$ cat src/tsr_pkg.sv
// Behaviour
// - pointer 0-4 select capability, setup, limits
// - pointer 5-7 select reading and identities
// - pointer 8 selects resolution, others reserved
// - capability read-only, bits 15-5 zero
// - capability bits 4-3 show selected resolution
// - capability bit 2 reads one
// - capability bit 1 reads one
// - capability bit 0 always reads one
// - setup register 16 bits, bits 10-0 used
// - setup bits 10-9 select boundary hysteresis
// - setup bit 8 selects shutdown, reading holds
// - lock bits block limit register writes
// - setup bits 5 and 3-0 control event output
// - event status readable in setup register
// - all registers accessible during shutdown
// - lock bits sticky until power-on reset
// - limits hold 11-bit two's complement value
package tsr_pkg;
	localparam logic [3:0] PTR_CAP = 4'h0;
	localparam logic [3:0] PTR_SETUP = 4'h1;
	localparam logic [3:0] PTR_UPPER = 4'h2;
	localparam logic [3:0] PTR_LOWER = 4'h3;
	localparam logic [3:0] PTR_CRIT = 4'h4;
	localparam logic [3:0] PTR_AMB = 4'h5;
	localparam logic [3:0] PTR_MAKER = 4'h6;
	localparam logic [3:0] PTR_PART = 4'h7;
	localparam logic [3:0] PTR_RES = 4'h8;
	localparam int PTR_W = 4;
	// setup field positions
	localparam int SB_HYST_HI = 10;
	localparam int SB_HYST_LO = 9;
	localparam int SB_POWER_DOWN_SELECT = 8;
	localparam int SB_CRIT_LOCK = 7;
	localparam int SB_WIN_LOCK = 6;
	localparam int SB_INT_CLR = 5;
	localparam int SB_EVT_STAT = 4;
	localparam int SB_EVT_EN = 3;
	localparam int SB_EVT_SEL = 2;
	localparam int SB_EVT_POL = 1;
	localparam int SB_EVT_MOD = 0;
	localparam logic [15:0] SETUP_RESET = 16'h0000;
	localparam logic [15:0] LIMIT_MASK = 16'h1FFC;
	localparam logic [1:0] RES_RESET = 2'h1;
	localparam logic [2:0] CAP_FIXED = 3'h7;
	localparam logic [15:0] LIMIT_RESET = 16'h0000;
	// hysteresis in quarter-degree units: 0, 1.5, 3.0, 6.0
	localparam logic [4:0] HYST_Q0 = 5'h00;
	localparam logic [4:0] HYST_Q1 = 5'h06;
	localparam logic [4:0] HYST_Q2 = 5'h0C;
	localparam logic [4:0] HYST_Q3 = 5'h18;
endpackage

$ cat src/tsr_regs.sv
`timescale 1ns/1ps
`default_nettype none
module tsr_regs
	import tsr_pkg::*;
#(
	parameter logic [15:0] MAKER_ID = 16'h00A5, // arbitrary value
	parameter logic [15:0] PART_ID  = 16'h5A01  // arbitrary value
)(
	// clock and reset
	input  wire logic        clk_sys,
	input  wire logic        rst_n,
	// register access from the serial front end
	input  wire logic        ptr_wr,
	input  wire logic [7:0]  ptr_data,
	input  wire logic        reg_wr,
	input  wire logic [15:0] reg_wdata,
	output logic      [15:0] reg_rdata,
	// converter side
	input  wire logic        conv_valid,
	input  wire logic [10:0] conv_temp,
	// outputs
	output logic             conv_run,
	output logic             event_pin
);
	initial begin
		if (MAKER_ID == PART_ID) $error("identity codes must differ");
	end

	logic [PTR_W-1:0] ptr_q;
	logic [15:0]      setup_q;
	logic [15:0]      upper_q, lower_q, crit_q;
	logic [10:0]      temp_q;
	logic [1:0]       res_q;
	logic             evt_q, irq_q, above_q, below_q, critf_q;
	logic             crit_hit, above_upper, below_lower;
	logic             any_lock, cond, raw_evt;
	logic [15:0]      rdata_d;

	function automatic logic sel(input logic [PTR_W-1:0] p, input logic [3:0] code);
		return p == code;
	endfunction

	assign any_lock = setup_q[SB_CRIT_LOCK] | setup_q[SB_WIN_LOCK];

	////////////////////////////////////////////////////////////////////////////
	// pointer: only low bits used, upper bits assumed zero by host
	always_ff @(posedge clk_sys) begin
		if (!rst_n) begin
			ptr_q <= '0;
		end else if (ptr_wr) begin
			ptr_q <= ptr_data[PTR_W-1:0];
		end
	end

	////////////////////////////////////////////////////////////////////////////
	// setup register, writes accepted in shutdown too
	always_ff @(posedge clk_sys) begin
		if (!rst_n) begin
			setup_q <= SETUP_RESET;
		end else if (reg_wr && sel(ptr_q, PTR_SETUP)) begin
			if (!any_lock) begin
				setup_q[SB_HYST_HI:SB_HYST_LO] <= reg_wdata[SB_HYST_HI:SB_HYST_LO];
				setup_q[SB_POWER_DOWN_SELECT]    <= reg_wdata[SB_POWER_DOWN_SELECT];
				setup_q[SB_EVT_EN]  <= reg_wdata[SB_EVT_EN];
				setup_q[SB_EVT_POL] <= reg_wdata[SB_EVT_POL];
				setup_q[SB_EVT_MOD] <= reg_wdata[SB_EVT_MOD];
			end else if (!reg_wdata[SB_POWER_DOWN_SELECT]) begin
				setup_q[SB_POWER_DOWN_SELECT] <= 1'b0;
			end
			if (!setup_q[SB_WIN_LOCK]) begin
				setup_q[SB_EVT_SEL] <= reg_wdata[SB_EVT_SEL];
			end
			// locks only set by writes
			setup_q[SB_CRIT_LOCK] <= setup_q[SB_CRIT_LOCK] | reg_wdata[SB_CRIT_LOCK];
			setup_q[SB_WIN_LOCK]  <= setup_q[SB_WIN_LOCK] | reg_wdata[SB_WIN_LOCK];
		end
	end

	////////////////////////////////////////////////////////////////////////////
	// limit registers, guarded by locks
	always_ff @(posedge clk_sys) begin
		if (!rst_n) begin
			upper_q <= LIMIT_RESET;
			lower_q <= LIMIT_RESET;
			crit_q  <= LIMIT_RESET;
		end else if (reg_wr) begin
			if (sel(ptr_q, PTR_UPPER) && !setup_q[SB_WIN_LOCK]) upper_q <= reg_wdata & LIMIT_MASK;
			if (sel(ptr_q, PTR_LOWER) && !setup_q[SB_WIN_LOCK]) lower_q <= reg_wdata & LIMIT_MASK;
			if (sel(ptr_q, PTR_CRIT) && !setup_q[SB_CRIT_LOCK]) crit_q <= reg_wdata & LIMIT_MASK;
		end
	end

	always_ff @(posedge clk_sys) begin
		if (!rst_n) begin
			res_q <= RES_RESET;
		end else if (reg_wr && sel(ptr_q, PTR_RES)) begin
			res_q <= reg_wdata[1:0];
		end
	end

	////////////////////////////////////////////////////////////////////////////
	// ambient reading holds last value in shutdown
	always_ff @(posedge clk_sys) begin
		if (!rst_n) begin
			temp_q <= '0;
		end else if (conv_valid && !setup_q[SB_POWER_DOWN_SELECT]) begin
			temp_q <= conv_temp;
		end
	end

	tsr_compare u_cmp (
		.temp_in     (temp_q),
		.upper_in    (upper_q[12:2]),
		.lower_in    (lower_q[12:2]),
		.crit_in     (crit_q[12:2]),
		.hyst_sel    (setup_q[SB_HYST_HI:SB_HYST_LO]),
		.above_prev  (above_q),
		.below_prev  (below_q),
		.crit_hit    (crit_hit),
		.above_upper (above_upper),
		.below_lower (below_lower)
	);

	assign cond = setup_q[SB_EVT_SEL] ? critf_q : (critf_q | above_q | below_q);

	////////////////////////////////////////////////////////////////////////////
	// event output: comparator follows condition, interrupt latches until cleared
	always_ff @(posedge clk_sys) begin
		if (!rst_n) begin
			above_q <= 1'b0;
			below_q <= 1'b0;
			critf_q <= 1'b0;
			irq_q   <= 1'b0;
		end else begin
			above_q <= above_upper;
			below_q <= below_lower;
			critf_q <= crit_hit;
			if (cond && setup_q[SB_EVT_EN]) begin
				irq_q <= 1'b1;
			end else if (reg_wr && sel(ptr_q, PTR_SETUP) && reg_wdata[SB_INT_CLR]) begin
				irq_q <= 1'b0;
			end
		end
	end

	assign raw_evt = setup_q[SB_EVT_EN] && (setup_q[SB_EVT_MOD] ? irq_q : cond);

	always_ff @(posedge clk_sys) begin
		if (!rst_n) begin
			evt_q     <= 1'b0;
			event_pin <= 1'b0;
			conv_run  <= 1'b1;
		end else begin
			evt_q     <= raw_evt;
			event_pin <= raw_evt ~^ setup_q[SB_EVT_POL];
			conv_run  <= !setup_q[SB_POWER_DOWN_SELECT];
		end
	end

	////////////////////////////////////////////////////////////////////////////
	// read mux
	always_comb begin
		rdata_d = 16'h0000;
		unique case (ptr_q)
			PTR_CAP:   rdata_d = {11'h000, res_q, CAP_FIXED};
			PTR_SETUP: rdata_d = {5'h00, setup_q[10:6], 1'b0, evt_q, setup_q[3:0]};
			PTR_UPPER: rdata_d = upper_q;
			PTR_LOWER: rdata_d = lower_q;
			PTR_CRIT:  rdata_d = crit_q;
			PTR_AMB:   rdata_d = {critf_q, above_q, below_q, temp_q, 2'h0};
			PTR_MAKER: rdata_d = MAKER_ID;
			PTR_PART:  rdata_d = PART_ID;
			PTR_RES:   rdata_d = {14'h0000, res_q};
			default:   rdata_d = 16'h0000;
		endcase
	end

	always_ff @(posedge clk_sys) begin
		if (!rst_n) begin
			reg_rdata <= 16'h0000;
		end else begin
			reg_rdata <= rdata_d;
		end
	end

	////////////////////////////////////////////////////////////////////////////
	// checks
	lock_sticky_a: assert property (@(posedge clk_sys) disable iff (!rst_n)
		setup_q[SB_CRIT_LOCK] |=> setup_q[SB_CRIT_LOCK]) else $error("crit lock cleared");
	win_sticky_a: assert property (@(posedge clk_sys) disable iff (!rst_n)
		$rose(setup_q[SB_WIN_LOCK]) |=> setup_q[SB_WIN_LOCK][*3]) else $error("window lock cleared");
	upper_locked_a: assert property (@(posedge clk_sys) disable iff (!rst_n)
		setup_q[SB_WIN_LOCK] |=> $stable(upper_q)) else $error("upper changed while locked");
	crit_locked_a: assert property (@(posedge clk_sys) disable iff (!rst_n)
		setup_q[SB_CRIT_LOCK] |=> $stable(crit_q)) else $error("crit changed while locked");
	cap_read_a: assert property (@(posedge clk_sys) disable iff (!rst_n)
		ptr_q == PTR_CAP && $stable(ptr_q) |=> reg_rdata == {11'h000, $past(res_q), 3'h7}) else $error("capability wrong");
	temp_hold_a: assert property (@(posedge clk_sys) disable iff (!rst_n)
		setup_q[SB_POWER_DOWN_SELECT] |=> $stable(temp_q)) else $error("reading moved in shutdown");
	limit_fmt_a: assert property (@(posedge clk_sys) disable iff (!rst_n)
		(upper_q & ~LIMIT_MASK) == 16'h0000 && (crit_q & ~LIMIT_MASK) == 16'h0000) else $error("limit reserved bits set");
	ptr_load_a: assert property (@(posedge clk_sys) disable iff (!rst_n)
		ptr_wr |=> ptr_q == $past(ptr_data[3:0])) else $error("pointer not loaded");
	evt_stat_a: assert property (@(posedge clk_sys) disable iff (!rst_n)
		!setup_q[SB_EVT_EN] |=> !evt_q) else $error("status without enable");
	amb_read_a: assert property (@(posedge clk_sys) disable iff (!rst_n)
		ptr_q == PTR_AMB && $stable(ptr_q) |=> reg_rdata[1:0] == 2'h0) else $error("reading low bits set");

	lock_set_c: cover property (@(posedge clk_sys) $rose(setup_q[SB_WIN_LOCK]));
	power_down_select_c: cover property (@(posedge clk_sys) $rose(setup_q[SB_POWER_DOWN_SELECT]));
	evt_c: cover property (@(posedge clk_sys) $rose(evt_q));
endmodule
`default_nettype wire

$ cat src/tsr_compare.sv
`timescale 1ns/1ps
`default_nettype none
module tsr_compare
	import tsr_pkg::*;
(
	// temperature and limits, 11-bit quarter degree two's complement
	input  wire logic signed [10:0] temp_in,
	input  wire logic signed [10:0] upper_in,
	input  wire logic signed [10:0] lower_in,
	input  wire logic signed [10:0] crit_in,
	input  wire logic        [1:0]  hyst_sel,
	input  wire logic               above_prev,
	input  wire logic               below_prev,
	// comparison results
	output logic                    crit_hit,
	output logic                    above_upper,
	output logic                    below_lower
);
	logic signed [12:0] hyst;
	always_comb begin
		unique case (hyst_sel)
			2'h0: hyst = 13'(HYST_Q0);
			2'h1: hyst = 13'(HYST_Q1);
			2'h2: hyst = 13'(HYST_Q2);
			2'h3: hyst = 13'(HYST_Q3);
		endcase
	end
	// once tripped, the upper flag releases only at or below the limit minus hysteresis, the lower flag only at or above the limit plus hysteresis
	always_comb begin
		crit_hit = 13'(temp_in) >= 13'(crit_in);
		if (above_prev) begin
			above_upper = 13'(temp_in) > 13'(upper_in) - hyst;
		end else begin
			above_upper = 13'(temp_in) > 13'(upper_in);
		end
		if (below_prev) begin
			below_lower = 13'(temp_in) < 13'(lower_in) + hyst;
		end else begin
			below_lower = 13'(temp_in) < 13'(lower_in);
		end
	end
endmodule
`default_nettype wire

$ cat config.mk
export PLATFORM = sky130hd
export DESIGN_NAME = tsr_regs
export DESIGN_NICKNAME = d
export VERILOG_FILES = /design/src/tsr_pkg.sv /design/src/tsr_regs.sv /design/src/tsr_compare.sv
export SDC_FILE = /design/constraint.sdc
export NUM_CORES = 1
export LEC_CHECK = 0
export ABC_AREA = 1
export BUFFER_PORTS_ARGS = -buffer_cell sky130_fd_sc_hd__buf_4
export CORE_MARGIN = 10
export CORE_UTILIZATION = 30
export DETAILED_ROUTE_END_ITERATION = 8
export SKIP_CTS_REPAIR_TIMING = 1
export SLEW_MARGIN = 20
export SYNTH_ARGS = -nofsm -noshare
export SYNTH_HDL_FRONTEND = slang
export SYNTH_SLANG_ARGS = --single-unit
$ cat constraint.sdc
create_clock -name clk_sys -period 7.9 [get_ports clk_sys]
set_clock_uncertainty 0.05 [all_clocks]
set_input_delay 1.185 -clock clk_sys [delete_from_list [all_inputs] [get_ports clk_sys]]
set_output_delay 1.185 -clock clk_sys [all_outputs]
set_load 0.1 [all_outputs]
==> results.json <==
{
  "end_kind": "register",
  "fin_util_pct": 36.0,
  "fp.dieW_um": 151,
  "num_rows": 47,
  "postSynthCellCount": 701,
  "rsz0062_at_grt": "no",
  "wirelength_mm": 15.6,
  "cp_max_fo": 4,
  "clock_latency_ns": 0.34,
  "grt_overflow": 0,
  "portBuffers": 50,
  "fmaxAchievable_mhz": 281,
  "cp_slowest_cell": "fa_1",
  "initialDrtViolationCount": 375,
  "maxCapViolations": 0,
  "final-instance-count-excl-fill": 971,
  "syn_area_mm2": 0.00515,
  "cts_buffer_depth": 2,
  "crit_required_ns": 8.05,
  "ir_worst_vdd_mv": 0.121,
  "rr_startpoint": "setup_q[9]$_SDFFE_PN0P_",
  "tightest_slew_ns": 0.860,
  "rrSetupSlack_ns": 4.34,
  "holdCritPathClass": "register to register",
  "num_vias": 4762,
  "p_total_mw": 1.21,
  "holdPathStages": 1,
  "ys_warn_count": 0,
  "grt_max_degree": 62,
  "dieArea_mm2": 0.0228,
  "path_cells": "inv_1, ha_1, fa_1, a21oi_1, nor2_1, nor2_1, nand3_1, nor2_1, nand2_1, o21ai_0, inv_1, ha_1, nand2_1, nor2_1, inv_1, nor2_1, nand2_1, nand2_1, nand2_1, nand3_1, a21oi_1",
  "cts_tree": "built",
  "relSlewSlack_pct": 42.5,
  "p_per_area_mw_per_mm2": 200,
  "crit_family": "simple AND/OR/NAND/NOR gates",
  "cts_made_buffers": 9,
  "io_pins": 58,
  "setup_slack_ns": 4.34,
  "grt_usage_pct": 14.0,
  "wl_per_cell_um": 16.0,
  "status": "finished clean",
  "cts_sinks": 82,
  "tns_ns": 0,
  "drive_above_1_share_pct": 11.2,
  "synth_nets": 810,
  "final_area_mm2": 0.00602,
  "p_leak_nw": 2.70,
  "min_period_ns": 3.56,
  "ys_types": 39,
  "critPathKind": "register to register",
  "final-hold-violation-count": 0,
  "period_share_pct": 45.0,
  "nNetsFinal": 855,
  "setup_viol": 0,
  "synth_seq_area_share_pct": 31.9,
  "core_area_mm2": 0.0167,
  "reg2reg_depth": 21,
  "hold_end": "conv_run$_SDFF_PN1_",
  "max_stage_delay_ns": 0.46,
  "dp_hpwl_mm": 11.8,
  "htreeDepth": 3,
  "grt_pass1_vias": 4572,
  "ys_ff_latch": 82,
  "cp.arrival_ns": 3.71,
  "placed_cells": 955,
  "startpoint_type": "register",
  "postPlaceCellArea_mm2": 0.00570,
  "finalMaxSlewViolations": 0,
  "dp_worst_setup_slack_ns": 4.34,
  "postSynthAreaPerCell_um2": 7.34,
  "grt_pass1_wl_mm": 24.7,
  "hold_slack_ns": 0.338,
  "drcViolationCount": 0,
  "syn_to_final_growth_pct": 16.8,
  "clk_pin_slew_worst_paths_ns": 0.07,
  "diodes": 0,
  "first_pass_iters": 7,
  "path_buf_inv": 3,
  "via_per_inst": 4.90,
  "hp-start": "setup_q[8]$_SDFFE_PN0P_",
  "clock-root-buffer": "clkbuf_16",
  "place.gp.congestion": 0.890,
  "die_y_um": 151,
  "reg2reg_to": "above_q$_SDFF_PN0_",
  "antenna_found_initial": 0,
  "drtAntennaViolNets": 0,
  "fillers": 1829,
  "initial_core_util_pct": 30.8
}
[sequential cells by signal, summed over array words and instances, names as in the netlist, 2 cells and up]
signal,flops
ptr_q,4
setup_q,9
res_q,2
crit_q,11
reg_rdata,16
lower_q,11
upper_q,11
temp_q,11
[routing by layer]
layer / GRT usage (%) / vias to the layer above / part of all wire, %
met5: 0 / - / 0
met1: 18.6 / 2146 / 45
met3: 2.45 / 30 / 6.9
met2: 22.1 / 161 / 45
met4: 5.58 / 0 / 2.9
li1: - / 2425 / -
[cells in the mapped netlist, drive strengths merged]
library cell,count,area (um2)
inv,109,417
dfxtp,82,1640
nor4,2,12.5
a21oi,86,430
o211ai,1,7.51
buf,6,57.6
nand2,131,527
a31oi,6,37.5
xor2,12,105
o22ai,16,100
a221oi,1,8.76
ha,67,838
nor3,7,40.0
a211oi,3,22.5
clkbuf,10,38.8
a21o,1,7.51
o221ai,2,17.5
o21ai,66,334
nand4,8,50.1
fa,2,40.0
o21a,1,7.51
and2,1,6.26
nor2,54,256
o31ai,1,7.51
nand3,24,120
xnor2,2,17.5
[layout make-up]
type	instances	area, um2	area share (%)
Timing Repair Buffer	50	375	6.24
Sequential cell	82	1640	27.3
Inverter	109	417	6.93
Tap cell	220	275	4.58
Clock buffer	12	236	3.93
Clock inverter	4	76.3	1.27
Multi-Input combinational cell	494	2990	49.8
[logic make-up after synthesis]
logic type                 synth area share [%]
buffers and inverters                      9.96
xor gates and xnor gates                   2.38
AOI/OAI and AO/OA                          19.1
adders and majority gates                  17.1
DFF                                        31.9
and+or+nand+nor                            19.7
[cells in the final DEF (no fill, tap or decap), types with 2 or more instances in the layout]
| cell | n |
|---|---|
| nand2_1 | 125 |
| inv_1 | 102 |
| a21oi_1 | 86 |
| dfxtp_1 | 82 |
| ha_1 | 67 |
| o21ai_0 | 60 |
| buf_4 | 50 |
| nor2_1 | 48 |
| nand3_1 | 24 |
| o22ai_1 | 16 |
| xor2_1 | 12 |
| clkbuf_16 | 9 |
| nand4_1 | 8 |
| a31oi_1 | 6 |
| nor3_1 | 6 |
| o21ai_1 | 5 |
| inv_2 | 5 |
| nor2_4 | 5 |
| nand2_4 | 4 |
| a211oi_1 | 3 |
| clkbuf_1 | 3 |
| nor4_1 | 2 |
| xnor2_1 | 2 |
| o221ai_1 | 2 |
| nand2_2 | 2 |
| fa_1 | 2 |
| bufinv_16 | 2 |
[worst register-to-register path, cell delays in order (launching register included)]
cell	delay (ns)
dfxtp_1	0.38
inv_1	0.11
ha_1	0.39
fa_1	0.46
a21oi_1	0.17
nor2_1	0.06
nor2_1	0.18
nand3_1	0.15
nor2_1	0.12
nand2_1	0.08
o21ai_0	0.16
inv_1	0.06
ha_1	0.27
nand2_1	0.06
nor2_1	0.14
inv_1	0.06
nor2_1	0.18
nand2_1	0.10
nand2_1	0.07
nand2_1	0.05
nand3_1	0.06
a21oi_1	0.06
[worst max path at each step]
stage | from | endpoint | slack, ns | cells past startpoint
global route | setup_q[9]$_SDFFE_PN0P_ | above_q$_SDFF_PN0_ | 3.91 | 21
CTS | setup_q[9]$_SDFFE_PN0P_ | above_q$_SDFF_PN0_ | 4.31 | 21
finish | setup_q[9]$_SDFFE_PN0P_ | above_q$_SDFF_PN0_ | 4.34 | 21
detailed placement | setup_q[9]$_SDFFE_PN0P_ | above_q$_SDFF_PN0_ | 4.34 | 21
floorplan | setup_q[9]$_SDFFE_PN0P_ | above_q$_SDFF_PN0_ | 4.88 | 21
global placement | setup_q[9]$_SDFFE_PN0P_ | above_q$_SDFF_PN0_ | 4.40 | 21
[power breakdown]
part	internal, mW	switching (mW)
clock	0.278	0.175
combinational	0.104	0.185
sequential	0.435	0.0290
Note: power is estimated with default switching activity, not from simulation.
